### config.mk
export PLATFORM = sky130hd
export DESIGN_NAME = board_memory_map_decoder
export DESIGN_NICKNAME = d
export VERILOG_FILES = /design/src/common/board_map_pkg.sv /design/src/verilog/pin_sync.sv /design/src/verilog/board_memory_map_decoder.sv
export SDC_FILE = /design/constraint.sdc
export NUM_CORES = 1
export LEC_CHECK = 0
export ABC_AREA = 1
export BUFFER_PORTS_ARGS = -buffer_cell sky130_fd_sc_hd__buf_2
export CORE_AREA = 2 2 59 89
export CTS_CLUSTER_DIAMETER = 80
export DETAILED_ROUTE_END_ITERATION = 8
export DIE_AREA = 0 0 61 91
export GPL_TIMING_DRIVEN = 0
export PLACE_DENSITY = 0.69
export SYNTH_ARGS = -nofsm -noshare
export SYNTH_HDL_FRONTEND = slang
export SYNTH_SLANG_ARGS = --single-unit
### constraint.sdc
create_clock -name sys_clk -period 2.9 [get_ports sys_clk]
set_input_delay 0.58 -clock sys_clk [delete_from_list [all_inputs] [get_ports sys_clk]]
set_output_delay 0.58 -clock sys_clk [all_outputs]
set_load 0.01 [all_outputs]
### src/common/board_map_pkg.sv
// shared constants and types for the board memory map decoder
package board_map_pkg;

    // ------------------------------------------------------------
    // synchroniser layout
    // ------------------------------------------------------------
    localparam int SYNC_W    = 11;
    localparam int IX_SWITCH = 0;
    localparam int IX_INTERP = 1;
    localparam int IX_SPLIT  = 2;
    localparam int IX_OVLP   = 3;
    localparam int IX_TYPE_A = 4;
    localparam int IX_TYPE_B = 5;
    localparam int IX_EXTF   = 6;
    localparam int IX_BUTTON = 7;
    localparam int IX_PROGRAM_READ_STROBE_N_N = 8;
    localparam int IX_RD_N   = 9;
    localparam int IX_WR_N   = 10;
    // strobes idle high, jumpers and switch idle low
    localparam logic [SYNC_W-1:0] SYNC_RESET = 11'h700;

    // ------------------------------------------------------------
    // reset values and levels
    // ------------------------------------------------------------
    localparam logic CS_IDLE       = 1'b1;
    localparam logic STROBE_IDLE   = 1'b1;
    localparam logic LED_OFF       = 1'b0;
    localparam logic RAM_CODE_BANK = 1'b0;
    localparam logic RAM_DATA_BANK = 1'b1;
    localparam logic MAP_BOOT_LOW  = 1'b0;
    localparam logic MAP_RAM_LOW   = 1'b1;

    // settle count at which ST_SETTLE ends, four cycles after rst, so the synchronisers have settled
    localparam logic [1:0] SETTLE_CYCLES = 2'h3;

    // ------------------------------------------------------------
    // enumerations
    // ------------------------------------------------------------
    typedef enum logic [1:0] {
        MODE_MONITOR       = 2'b00,
        MODE_SPLIT         = 2'b01,
        MODE_SPLIT_OVERLAP = 2'b10,
        MODE_INTERP        = 2'b11
    } mode_e;

    typedef enum logic [1:0] {
        ST_SETTLE = 2'b00,
        ST_HELD   = 2'b01,
        ST_RUN    = 2'b10
    } board_state_e;

endpackage

### src/verilog/pin_sync.sv
// three-stage pin synchroniser with agreement filter
`timescale 1ns/1ns
module pin_sync
    import board_map_pkg::*;
#(
    parameter int               WIDTH       = SYNC_W,
    parameter logic [WIDTH-1:0] RESET_VALUE = SYNC_RESET
) (
    input  wire logic             sys_clk,
    input  wire logic             rst,
    input  wire logic [WIDTH-1:0] pin_in,
    output logic      [WIDTH-1:0] pin_out
);

    logic [WIDTH-1:0] stage1;
    logic [WIDTH-1:0] stage2;
    logic [WIDTH-1:0] stage3;

    // ------------------------------------------------------------
    // capture chain; stage1 feeds only stage2
    // ------------------------------------------------------------
    always_ff @(posedge sys_clk) begin
        if (rst) begin
            stage1 <= RESET_VALUE;
            stage2 <= RESET_VALUE;
            stage3 <= RESET_VALUE;
        end else begin
            stage1 <= pin_in;
            stage2 <= stage1;
            stage3 <= stage2;
        end
    end

    // ------------------------------------------------------------
    // a bit moves only once stage2 and stage3 agree
    // ------------------------------------------------------------
    genvar i;
    generate
        for (i = 0; i < WIDTH; i++) begin : g_bit
            always_ff @(posedge sys_clk) begin
                if (rst) begin
                    pin_out[i] <= RESET_VALUE[i];
                end else if (stage2[i] == stage3[i]) begin
                    pin_out[i] <= stage3[i];
                end
            end
        end
    endgenerate

endmodule

### src/verilog/board_memory_map_decoder.sv
// memory socket decoder, mode indicators and board reset for the controller card
`timescale 1ns/1ns
module board_memory_map_decoder
    import board_map_pkg::*;
(
    input  wire logic sys_clk,
    input  wire logic rst,
    input  wire logic map_switch_swapped,
    input  wire logic interp_jumper,
    input  wire logic split_bank_mode_jumper,
    input  wire logic bank_overlap_jumper,
    input  wire logic boot_type_jumper_a,
    input  wire logic boot_type_jumper_b,
    input  wire logic external_fetch_jumper,
    input  wire logic reset_button,
    input  wire logic program_read_strobe_n,
    input  wire logic data_read_strobe_n,
    input  wire logic data_write_strobe_n,
    input  wire logic addr_high,
    output logic      boot_memory_socket_cs_n,
    output logic      ram_socket_cs_n,
    output logic      ram_bank_high,
    output logic      mem_read_n,
    output logic      ram_write_n,
    output logic      boot_write_n,
    output logic      led_red,
    output logic      led_green,
    output logic      external_fetch_select_n,
    output logic      proc_reset,
    output logic      boot_type_fault
);

    // ------------------------------------------------------------
    // pin synchronisation
    // ------------------------------------------------------------
    logic [SYNC_W-1:0] pins_raw;
    logic [SYNC_W-1:0] pins;
    logic [2:0]        addr_stage;
    logic              addr_s;

    assign pins_raw = {data_write_strobe_n, data_read_strobe_n, program_read_strobe_n, reset_button,
                       external_fetch_jumper, boot_type_jumper_b, boot_type_jumper_a, bank_overlap_jumper,
                       split_bank_mode_jumper, interp_jumper, map_switch_swapped};

    pin_sync #(
        .WIDTH       (SYNC_W),
        .RESET_VALUE (SYNC_RESET)
    ) u_pin_sync (
        .sys_clk (sys_clk),
        .rst     (rst),
        .pin_in  (pins_raw),
        .pin_out (pins)
    );

    // address pin takes the same three-stage agreement filter as the strobes, so it never lags them
    always_ff @(posedge sys_clk) begin
        if (rst) begin
            addr_stage <= 3'h0;
            addr_s     <= 1'b0;
        end else begin
            addr_stage <= {addr_stage[1:0], addr_high};
            if (addr_stage[1] == addr_stage[2]) begin
                addr_s <= addr_stage[2];
            end
        end
    end

    logic program_read_strobe_n_s;
    logic rd_s;
    logic wr_s;
    assign program_read_strobe_n_s = ~pins[IX_PROGRAM_READ_STROBE_N_N];
    assign rd_s   = ~pins[IX_RD_N];
    assign wr_s   = ~pins[IX_WR_N];

    // ------------------------------------------------------------
    // decode functions
    // ------------------------------------------------------------
    function automatic mode_e decode_mode(input logic interp, input logic split, input logic ovlp);
        if (interp) begin
            decode_mode = MODE_INTERP;
        end else if (split && ovlp) begin
            decode_mode = MODE_SPLIT_OVERLAP;
        end else if (split) begin
            decode_mode = MODE_SPLIT;
        end else begin
            decode_mode = MODE_MONITOR;
        end
    endfunction

    // true when the access falls on the boot socket
    function automatic logic boot_hit(input logic ram_low, input logic upper_half);
        boot_hit = (ram_low == MAP_RAM_LOW) ? upper_half : ~upper_half;
    endfunction

    // ------------------------------------------------------------
    // board reset sequencing
    // ------------------------------------------------------------
    board_state_e state;
    logic [1:0]   settle_count;

    always_ff @(posedge sys_clk) begin
        if (rst) begin
            state        <= ST_SETTLE;
            settle_count <= 2'h0;
        end else begin
            case (state)
                ST_SETTLE: begin
                    settle_count <= settle_count + 2'h1;
                    if (settle_count == SETTLE_CYCLES) begin
                        state <= ST_HELD;
                    end
                end
                ST_HELD: begin
                    if (!pins[IX_BUTTON]) begin
                        state <= ST_RUN;
                    end
                end
                ST_RUN: begin
                    if (pins[IX_BUTTON]) begin
                        state <= ST_HELD;
                    end
                end
                default: begin
                    state <= ST_SETTLE;
                end
            endcase
        end
    end

    // ------------------------------------------------------------
    // map and mode, frozen while the program runs
    // ------------------------------------------------------------
    mode_e mode;
    logic  map_ram_low;

    // a switch moved during execution is ignored until the next reset, so code never sees a swap
    always_ff @(posedge sys_clk) begin
        if (rst) begin
            mode        <= MODE_MONITOR;
            map_ram_low <= MAP_BOOT_LOW;
        end else if (state != ST_RUN) begin
            mode <= decode_mode(pins[IX_INTERP], pins[IX_SPLIT], pins[IX_OVLP]);
            if (pins[IX_INTERP]) begin
                map_ram_low <= MAP_RAM_LOW;
            end else begin
                map_ram_low <= pins[IX_SWITCH];
            end
        end
    end

    // ------------------------------------------------------------
    // socket decode
    // ------------------------------------------------------------
    logic next_boot_cs_n;
    logic next_ram_cs_n;
    logic next_bank;
    logic next_read_n;
    logic hit_boot;
    logic boot_is_ram;

    assign hit_boot    = boot_hit(map_ram_low, addr_s);
    assign boot_is_ram = pins[IX_TYPE_A] & pins[IX_TYPE_B];

    always_comb begin
        next_boot_cs_n = CS_IDLE;
        next_ram_cs_n  = CS_IDLE;
        next_bank      = RAM_CODE_BANK;
        next_read_n    = STROBE_IDLE;
        if (state == ST_RUN) begin
            // read enable is the AND of the two active-low strobes
            next_read_n = pins[IX_PROGRAM_READ_STROBE_N_N] & pins[IX_RD_N];
            if (mode == MODE_SPLIT) begin
                // code space follows the map; data space is the whole upper RAM bank
                next_boot_cs_n = ~(program_read_strobe_n_s & hit_boot);
                next_ram_cs_n  = ~((program_read_strobe_n_s & ~hit_boot) | rd_s | wr_s);
                next_bank      = (rd_s | wr_s) ? RAM_DATA_BANK : RAM_CODE_BANK;
            end else begin
                // one 64K image seen by both code and data accesses
                next_boot_cs_n = ~((program_read_strobe_n_s | rd_s | wr_s) & hit_boot);
                next_ram_cs_n  = ~((program_read_strobe_n_s | rd_s | wr_s) & ~hit_boot);
            end
        end
    end

    always_ff @(posedge sys_clk) begin
        if (rst) begin
            boot_memory_socket_cs_n <= CS_IDLE;
            ram_socket_cs_n         <= CS_IDLE;
            ram_bank_high           <= RAM_CODE_BANK;
            mem_read_n              <= STROBE_IDLE;
        end else begin
            boot_memory_socket_cs_n <= next_boot_cs_n;
            ram_socket_cs_n         <= next_ram_cs_n;
            ram_bank_high           <= next_bank;
            mem_read_n              <= next_read_n;
        end
    end

    // ------------------------------------------------------------
    // write enables
    // ------------------------------------------------------------
    // an EPROM in the boot socket must never see a write pulse; mismatched jumpers count as EPROM
    always_ff @(posedge sys_clk) begin
        if (rst) begin
            ram_write_n     <= STROBE_IDLE;
            boot_write_n    <= STROBE_IDLE;
            boot_type_fault <= 1'b0;
        end else begin
            ram_write_n     <= ~(wr_s && state == ST_RUN);
            boot_write_n    <= ~(wr_s && state == ST_RUN && boot_is_ram);
            boot_type_fault <= pins[IX_TYPE_A] ^ pins[IX_TYPE_B];
        end
    end

    // ------------------------------------------------------------
    // indicators, fetch select and processor reset
    // ------------------------------------------------------------
    always_ff @(posedge sys_clk) begin
        if (rst) begin
            led_red                 <= LED_OFF;
            led_green               <= LED_OFF;
            external_fetch_select_n <= 1'b1;
            proc_reset              <= 1'b1;
        end else begin
            led_red                 <= (mode == MODE_INTERP) | (map_ram_low == MAP_BOOT_LOW);
            led_green               <= (mode == MODE_INTERP) | (map_ram_low == MAP_RAM_LOW);
            external_fetch_select_n <= ~pins[IX_EXTF];
            proc_reset              <= (state != ST_RUN);
        end
    end

    // ------------------------------------------------------------
    // assertions
    // ------------------------------------------------------------
    a_boot_low_map: assert property (
        @(posedge sys_clk) disable iff (rst)
        (state == ST_RUN && mode == MODE_MONITOR && map_ram_low == MAP_BOOT_LOW && program_read_strobe_n_s && !addr_s)
        |=> (!boot_memory_socket_cs_n && ram_socket_cs_n))
        else $error("boot position low fetch did not select boot socket");

    a_swapped_map: assert property (
        @(posedge sys_clk) disable iff (rst)
        (state == ST_RUN && mode == MODE_MONITOR && map_ram_low == MAP_RAM_LOW && rd_s && !addr_s)
        |=> (!ram_socket_cs_n && boot_memory_socket_cs_n))
        else $error("swapped position low read did not select RAM socket");

    a_upper_half: assert property (
        @(posedge sys_clk) disable iff (rst)
        (state == ST_RUN && mode == MODE_MONITOR && map_ram_low == MAP_BOOT_LOW && rd_s && addr_s)
        |=> (!ram_socket_cs_n && boot_memory_socket_cs_n))
        else $error("upper half in boot position did not select RAM socket");

    a_led_pair: assert property (
        @(posedge sys_clk) disable iff (rst)
        (mode != MODE_INTERP) |=> (led_red != led_green) && (led_green == $past(map_ram_low)))
        else $error("indicators do not follow the map position");

    a_interp_leds: assert property (
        @(posedge sys_clk) disable iff (rst)
        (mode == MODE_INTERP) [*2] |=> (led_red && led_green))
        else $error("interpreter mode did not light both indicators");

    a_interp_map: assert property (
        @(posedge sys_clk) disable iff (rst)
        (state == ST_HELD && pins[IX_INTERP]) |=> (map_ram_low == MAP_RAM_LOW && mode == MODE_INTERP))
        else $error("switch not ignored under interpreter jumper");

    a_fetch_select: assert property (
        @(posedge sys_clk) disable iff (rst)
        $rose(pins[IX_EXTF]) |=> !external_fetch_select_n)
        else $error("external fetch select not driven low with jumper");

    a_boot_write: assert property (
        @(posedge sys_clk) disable iff (rst)
        !boot_write_n |-> ($past(boot_is_ram) && !ram_write_n && !boot_type_fault))
        else $error("boot socket written without RAM type selection");

    a_shared_read: assert property (
        @(posedge sys_clk) disable iff (rst)
        (state == ST_RUN && (program_read_strobe_n_s || rd_s)) |=> !mem_read_n)
        else $error("shared read enable missing for a strobe");

    a_split_data: assert property (
        @(posedge sys_clk) disable iff (rst)
        (state == ST_RUN && mode == MODE_SPLIT && (rd_s || wr_s) && !program_read_strobe_n_s)
        |=> (ram_bank_high && !ram_socket_cs_n && boot_memory_socket_cs_n))
        else $error("split mode data access not routed to data bank");

    a_overlap_again: assert property (
        @(posedge sys_clk) disable iff (rst)
        (state == ST_RUN && mode == MODE_SPLIT_OVERLAP && rd_s) |=> !ram_bank_high)
        else $error("overlap jumper did not restore shared banks");

    a_reset_hold: assert property (
        @(posedge sys_clk) disable iff (rst)
        (state == ST_RUN && pins[IX_BUTTON]) |=> ##1 proc_reset [*2])
        else $error("button press did not hold processor reset");

    c_swap_run:   cover property (@(posedge sys_clk) disable iff (rst) state == ST_RUN && map_ram_low == MAP_RAM_LOW);
    c_split_data: cover property (@(posedge sys_clk) disable iff (rst) ram_bank_high && !ram_socket_cs_n);
    c_interp:     cover property (@(posedge sys_clk) disable iff (rst) led_red && led_green);
    c_boot_write: cover property (@(posedge sys_clk) disable iff (rst) !boot_write_n);

endmodule

# Word-level counts from Yosys, hierarchy flattened
# Index checks and enable logic that the tools add are counted.
dict set report totals {
  register_bits 66
  in_bits 14
  output_inout_bits 11
  word_cells 101
}
dict set report op_classes {
  n_addsub 1
  n_eq_ne 21
  muxes 12
  n_bitwise 29
  n_reduce_logical 7
}
# operator n
set op_table {}
lappend op_table {{$not 1->1} 15}
lappend op_table {{$eq 1x1->1} 12}
lappend op_table {{$mux 2} 5}
lappend op_table {{$or 1x1->1} 7}
lappend op_table {{$and 1x1->1} 6}
lappend op_table {{$eq 2x2->1 const B} 3}
lappend op_table {{$mux 1} 6}
lappend op_table {{$ne 2x2->1 const B} 3}
lappend op_table {{$pmux 2 s3} 1}
lappend op_table {{$eq 2x1->1 const B} 2}
lappend op_table {{$logic_and 1x1->1} 3}
lappend op_table {{$reduce_and 3->1} 1}
lappend op_table {{$reduce_or 3->1} 1}
lappend op_table {{$add 2x1->2 const B} 1}
lappend op_table {{$logic_not 2->1} 1}
lappend op_table {{$ne 2x1->1 const B} 1}
lappend op_table {{$reduce_or 2->1} 1}
lappend op_table {{$xor 1x1->1} 1}

# Longest topological paths before layout
# Gate-level depths: netlist of the first run.
dict set report depth {
  depth_word 8
  mapped_depth 6
  mapped_depth_nobuf 6
}

# By module
# A second synthesis of the first run with hierarchy kept.
dict set report unflattened {
  cells_unflattened 250
  area_unflattened_um2 2135.8
}
# mod n_inst cells_per_inst area_each_um2 seq_area_each_um2
set by_module_without_submodules {}
lappend by_module_without_submodules {pin_sync 1 154 1346.3 880.8}
lappend by_module_without_submodules {board_memory_map_decoder 1 96 789.5 440.4}

# Worst setup path after synthesis of the first run
# No wires, ideal clock.
dict set report synth_timing {
  path_type {input -> register}
  startpoint {input port rst}
  endpoint {register u_pin_sync.pin_out[10]}
  setup_ns 0.113
  arrival_time_ns 1.073
  required_time_ns 2.787
  setup_slack_ns 1.714
  path_stages 4
  n_path_buf 1
  cell_sequence {buf_6 or2_4 o21ai_1 inv_1}
}
# item line_no
set synth_lines {}
lappend synth_lines {{from (decl)} board_memory_map_decoder.sv:7} ;# input wire logic rst,
lappend synth_lines {{to (signal, indexed assignment)} pin_sync.sv:42} ;# pin_out[i] <= RESET_VALUE[i];
lappend synth_lines {{to (signal, indexed assignment)} pin_sync.sv:44} ;# pin_out[i] <= stage3[i];
lappend synth_lines {{to (decl)} pin_sync.sv:12} ;# output logic [WIDTH-1:0] pin_out

# Final worst setup path of the first run
dict set report layout_timing {
  startpoint {register ram_bank_high}
  endpoint {output port ram_bank_high}
}
# item line_no
set layout_lines {}
lappend layout_lines {{from (decl)} board_memory_map_decoder.sv:22} ;# output logic ram_bank_high,
lappend layout_lines {{from (signal assigned)} board_memory_map_decoder.sv:194} ;# ram_bank_high <= next_bank;
# No word-level cell between the ends.

==> summary.txt, run 1 <==
Outcome
  – Status: finished clean

Synthesis
  – Synth Flop Type: dfxtp_1
  – Netlist Area Pre-Place: around 2100 um^2
  – Yosys warnings: 0
  – Most common cell in the synthesized netlist: dfxtp_1
  – Cells after Synth: 235
  – Post-synth top area share: 63.23%
  – Synth unique cells: 22
  – Net Count, Synth: 251
  – Avg Cell Area, Syn: about 8.9 um^2
  – Leading area contributor after synthesis: dfxtp_1
  – Seq/Total Area, Yosys: between 60% and 70%
  – EDFF count, synth: 0
  – Synth top area cells: dfxtp_1 63%, nor2_1 7.7%, inv_1 6.3%, nand2_1 5.0%, a21oi_1 4.1%
  – Top post-synthesis cells by count: 66 x dfxtp_1, 43 x nor2_1, 35 x inv_1
  – Synthesized flop and latch total: 66
  – Async SR Flop Fraction: 0%

STA
  – Relative slew slack: a little under nine tenths
  – Tcrit/Tclk final: 46.12%
  – Final setup viols: 0
  – Final worst slack: 1563 ps
  – Fmax: 747.7 MHz
  – Post-layout min period: between 1000 and 1500 ps
  – Pin slew with the least headroom to its limit: ~220 ps
  – Post-route clock skew: 9.095 ps
  – Unrepaired setup endpoints after global routing: false
  – Hold WS: 397.6 ps
  – Hold Fails Final Rpt: 0
  – Setup_tns: 0 ps
  – Max-slew violations: 0

Floorplan
  – Placeable Area: 4771 um^2
  – Die Wd: slightly above 60 um
  – Starting Density: roughly 44%
  – IO Pins: 25
  – Die ar.: around 5600 um^2
  – Die Ht: 91 um
  – Cell row count: 31

Placed design
  – Routability Congestion: 0.7627
  – Detailed Place HPWL: 2232 um
  – Setup Slack @ Placement: about 1700 ps
  – Port bufs: 23

Clock network
  – Total CTS buffers: 9
  – Cts hold-fix bufs: 0
  – Setup bufs post-CTS: 0
  – CTS tree: done
  – Reg clk slew, reported paths: 70 ps
  – Skew-Pair Late Insertion Delay: 340 ps
  – Clock root cell: clkbuf_8
  – Post-cts resize count: 0
  – H-tree Lvls: 3
  – Clock tree buffer depth: 2
  – Sink Count: 66

Critical path
  – Worst Setup EP: ram_bank_high
  – Worst Setup SP: ram_bank_high
  – Setup crit end kind: output pin
  – Slowest cell on crit path: dfxtp_1
  – Crit path cell chain: buf_2
  – Top delay family on crit path: flip-flops
  – Crit path largest cell delay: approximately 300 ps
  – WP data arrival: 760 ps
  – Buf/Inv on CP: 1
  – Worst Setup Start Kind: register
  – Kind of critical path: reg2out
  – Reg2Reg Depth: 5
  – Critical Path Stages: 1
  – Crit path max fanout: 1
  – FF-to-FF End: boot_memory_socket_cs_n
  – R2R Setup Slk: about 1900 ps
  – Critical R2R Launch: state[1]
  – Worst EP required: 2320 ps

Global routing
  – Vias in the first global route: roughly 1400
  – Top Usage Layer GRT: met2
  – Grt ovf: 0
  – Global Route met3 Usage: between 4 and 5%
  – GRT Total Usage: between 10% and 20%
  – First-pass GRT wire length: roughly 6000 um
  – Largest net degree at the start of global routing: 11
  – Met1 GRT Util: between 10% and 20%
  – Grt met2 use: 23.57%
  – Initial antenna violation count: 0

Route
  – DRT iter0 DRCs: 48
  – Post-route ant nets: 0
  – Final wirelength: approximately 3100 um
  – Vias: 1454
  – Via density: 4.289
  – Wirelength per Cell: slightly above 9 um
  – DR pass1 iterations: 4
  – Drc violations: 0

Finish
  – Layout cell share with drive strength beyond 1: 19.78%
  – FILL cells: 479
  – Post-layout nets: 285
  – Area grow syn2layout: 19.22%
  – Antenna fix cells: 0

Run
  – Max_cap viols: 0

Pwr
  – Pwr per Cell Area: 719.1 nW/um^2
  – Static leakage: approximately 0.0011 uW
  – Worst vdd ir: 0.5189 mV

Worst hold path
  – Hold Crit Class: reg2reg
[stage by stage]
step | cell area, um^2 | total power [uW] | cells | utilization [%]
2_1_floorplan | 2090 | 1021 | 235 | -
3_3_place_gp | 2287 | 1042 | 324 | 47.94
3_5_place_dp | 2287 | 1045 | 324 | 47.94
4_1_cts | 2491 | 1815 | 339 | 52.22
5_1_grt | 2491 | 1873 | 339 | 52.22
6_report | 2491 | 1791 | 339 | 52.22
[layer usage]
metal / part of all wire, % / wire length (um) / vias to the layer above
met5: 0 / 0 / -
met4: 3.8 / 120 / 0
met3: 4.8 / 152 / 9
met2: 49 / 1539 / 35
met1: 42 / 1331 / 632
li1: - / - / 778
[where the power goes]
group | total [uW] | switching, uW | internal, uW
sequential | 951 | 13.9 | 937
clock | 768 | 306 | 461
combinational | 73.0 | 40.6 | 32.4
total | 1790 | 361 | 1430
[cell type report]
| cell class | instances | area, um^2 | share of cell area, % |
|---|---|---|---|
| buffer | 6 | 38.79 | 1.557 |
| clock buffer | 13 | 168.9 | 6.781 |
| clock inverter | 2 | 35.03 | 1.406 |
| inverter | 38 | 145.1 | 5.826 |
| multi-input combinational | 125 | 584.3 | 23.46 |
| sequential | 66 | 1321 | 53.04 |
| tap | 66 | 82.58 | 3.315 |
| timing repair buffer | 23 | 115.1 | 4.621 |
[registers in the layout (all words and copies together) (netlist names), 2 cells and up]
| name | flops |
|---|---|
| u_pin_sync.stage1 | 11 |
| mode | 2 |
| addr_stage | 3 |
| u_pin_sync.stage3 | 11 |
| settle_count | 2 |
| u_pin_sync.stage2 | 11 |
| state | 2 |
| u_pin_sync.pin_out | 11 |
[placed cells by master, fill, tap and decap left out, drive strengths merged]
| cell | count |
|---|---|
| a21oi | 17 |
| buf | 29 |
| bufinv | 1 |
| clkbuf | 13 |
| clkinv | 1 |
| dfxtp | 66 |
| ha | 2 |
| inv | 38 |
| nand2 | 29 |
| nand3 | 3 |
| nor2 | 47 |
| nor3 | 1 |
| nor3b | 1 |
| o21ai | 16 |
| or2 | 9 |
[worst min-delay path by stage]
stage,startpoint,end,cells past startpoint
after floorplan,u_pin_sync.pin_out[6],external_fetch_select_n,1
after global placement,u_pin_sync.pin_out[6],external_fetch_select_n,1
after detailed placement,u_pin_sync.stage1[10],u_pin_sync.stage2[10],1
after CTS,u_pin_sync.stage1[10],u_pin_sync.stage2[10],1
after global routing,data_read_strobe_n,u_pin_sync.stage1[9],2
final,u_pin_sync.stage1[10],u_pin_sync.stage2[10],1
[cells by family after synthesis]
kind of cell,count (synthesis),share of synthesized area (%)
adder cells (fa/ha/maj),2,1.197
buffers and inverters,44,8.803
AND/OR/NAND/NOR,90,18.86
AO/OA/AOI/OAI,33,7.904
flip-flops,66,63.23
(Power assumes the default switching activity.)
==> run 2: changes to the inputs <==
--- a/config.mk
+++ b/config.mk
@@ -12,7 +12,7 @@
 export DETAILED_ROUTE_END_ITERATION = 8
 export DIE_AREA = 0 0 61 91
 export GPL_TIMING_DRIVEN = 0
-export PLACE_DENSITY = 0.69
+export PLACE_DENSITY = 0.71
 export SYNTH_ARGS = -nofsm -noshare
 export SYNTH_HDL_FRONTEND = slang
 export SYNTH_SLANG_ARGS = --single-unit
==> constraint.sdc (replaced) <==
create_clock -name sys_clk -period 1.17 [get_ports sys_clk]
set_input_delay 0.234 -clock sys_clk [delete_from_list [all_inputs] [get_ports sys_clk]]
set_output_delay 0.234 -clock sys_clk [all_outputs]
set_load 0.01 [all_outputs]
==> summary.txt, run 2 (synthesized netlist as in run 1, its figures left out) <==
STA
  – Relative slew slack: 83.45% (was 85.12%)
  – Post-route clock skew: 9.524 ps (was 9.095 ps)
  – Hold Fails Final Rpt: 0 (unchanged)
  – Tcrit/Tclk final: about 86%
  – Post-layout min period: 1001 ps
  – Final setup viols: 0 (unchanged)
  – Pin slew with the least headroom to its limit: 247.3 ps (was 222.7 ps)
  – Setup_tns: 0 ps (unchanged)
  – Hold WS: 69.61 ps (was 397.6 ps)
  – Fmax: 998.8 MHz
  – Unrepaired setup endpoints after global routing: false (unchanged)
  – Max-slew violations: 0 (unchanged)

Finish
  – Post-layout nets: 285 (unchanged)
  – Post-layout util: 51.56% (was 52.22%)
  – Fin area: 2460 um^2 (was 2491 um^2)
  – Commonest non-fill, non-tap cell in the layout: dfxtp_1 (unchanged)
  – Layout cell share with drive strength beyond 1: 19.71% (was 19.78%)
  – Area grow syn2layout: 17.72% (was 19.22%)
  – Commonest cells after routing, fill and taps aside: 66 x dfxtp_1, 43 x nor2_1, 35 x inv_1 (unchanged)
  – Antenna fix cells: 0 (unchanged)

Route
  – Vias: 1433 (was 1454)
  – Wirelength per Cell: 8.950 um (was 9.271 um)
  – Via density: 4.215 (was 4.289)
  – Post-route ant nets: 0 (unchanged)
  – Drc violations: 0 (unchanged)
  – DR pass1 iterations: 4 (unchanged)
  – DRT iter0 DRCs: 28 (was 48)
  – Final wirelength: 3043 um (was 3143 um)

Placed design
  – Placed Instance Area: 2287 um^2 (unchanged)
  – Routability Congestion: 0.7418 (was 0.7627)
  – Port bufs: 23 (unchanged)
  – Detailed Place HPWL: 2144 um (was 2232 um)

Global routing
  – Initial antenna violation count: 0 (unchanged)
  – GRT Total Usage: 13.64% (was 14.78%)
  – Vias in the first global route: 1304 (was 1418)
  – Largest net degree at the start of global routing: 12 (was 11)
  – Grt ovf: 0 (unchanged)
  – First-pass GRT wire length: 5430 um (was 5871 um)

Critical path
  – Worst Setup Start Kind: register (unchanged)
  – Setup crit end kind: register (was output pin)
  – Crit path max fanout: 7 (was 1)
  – Worst EP required: 1400 ps (was 2320 ps)
  – Kind of critical path: reg2reg (was reg2out)
  – WP data arrival: 1230 ps (was 760 ps)

Floorplan
  – Starting Density: 43.80% (unchanged)
  – Die Wd: 61 um (unchanged)
  – Placeable Area: 4771 um^2 (unchanged)
  – Die ar.: 5551 um^2 (unchanged)
  – IO Pins: 25 (unchanged)
  – Die Ht: 91 um (unchanged)
  – Cell row count: 31 (unchanged)

Pwr
  – Static leakage: 0.001052 uW (was 0.001079 uW)
  – Pwr per Cell Area: 1691 nW/um^2 (was 719.1 nW/um^2)
  – Total chip power: 4160 uW (was 1791 uW)
  – Worst vdd ir: 0.7691 mV (was 0.5189 mV)

Clock network
  – Reg clk slew, reported paths: 70 ps (about the same)
  – H-tree Lvls: 3 (unchanged)
  – Total CTS buffers: 9 (unchanged)
  – Cts hold-fix bufs: 0 (unchanged)
  – Sink Count: 66 (unchanged)
  – Clock tree buffer depth: 2 (unchanged)
  – Post-cts resize count: 0 (unchanged)
  – Setup bufs post-CTS: 0 (unchanged)
  – Clock root cell: clkbuf_8 (unchanged)
  – CTS tree: done (unchanged)
  – Skew-Pair Late Insertion Delay: 340 ps (about the same)

Outcome
  – Status: finished clean (unchanged)

Run
  – Max_cap viols: 0 (unchanged)

Worst hold path
  – Hold Crit Class: in2reg (was reg2reg)
[run 2: cell count changes in the layout (fill, tap and decap cells not counted), sizes merged]
cell | before | now
clkinvlp | 0 | 3
bufinv | 1 | 0
clkbuf | 13 | 12
[run 2: path summary, 6_finish.rpt]
path,startpoint,end,slack (ps),depth (start not counted)
setup reg to reg,state[1],boot_memory_socket_cs_n,170,5
hold reg to reg,u_pin_sync.stage1[6],u_pin_sync.stage2[6],400,2
hold / removal,data_read_strobe_n,u_pin_sync.stage1[9],70,2
setup / recovery,state[1],boot_memory_socket_cs_n,170,5
[run 2: area by class of cell]
type | count | area, um^2
clock inverter | 4 | 27.53
inverter | 38 | 145.1
tap | 66 | 82.58
multi-input combinational | 125 | 584.3
clock buffer | 12 | 145.1
timing repair buffer | 23 | 115.1
sequential | 66 | 1321
buffer | 6 | 38.79
fill | 447 | 2311
[run 2: critical path, stage by stage, from the launching register on]
cell and delay, ps:
dfxtp_1 390, nand2_2 110, nor2_4 200, inv_4 60, nor2_4 80, nand2_1 50
[run 2: per-layer routing]
metal | global-route usage, % | vias up | share of wire, %
li1 | - | 778 | -
met1 | 14.96 | 622 | 44
met2 | 20.43 | 26 | 49
met3 | 4.274 | 7 | 4.5
met4 | 11.41 | 0 | 3.2
met5 | 0 | - | 0
[run 2: metrics by stage]
stage	std cells	setup slack (ps)
after floorplan	235	249.9
after global placement	324	196.7
after detailed placement	324	168.4
after CTS	340	150.8
after global routing	340	30.44
final	340	168.8
[run 2: where the power goes]
part	internal, uW	total (uW)	switching, uW
clock	823	1620	800
sequential	2320	2360	35.3
combinational	80.5	181	100
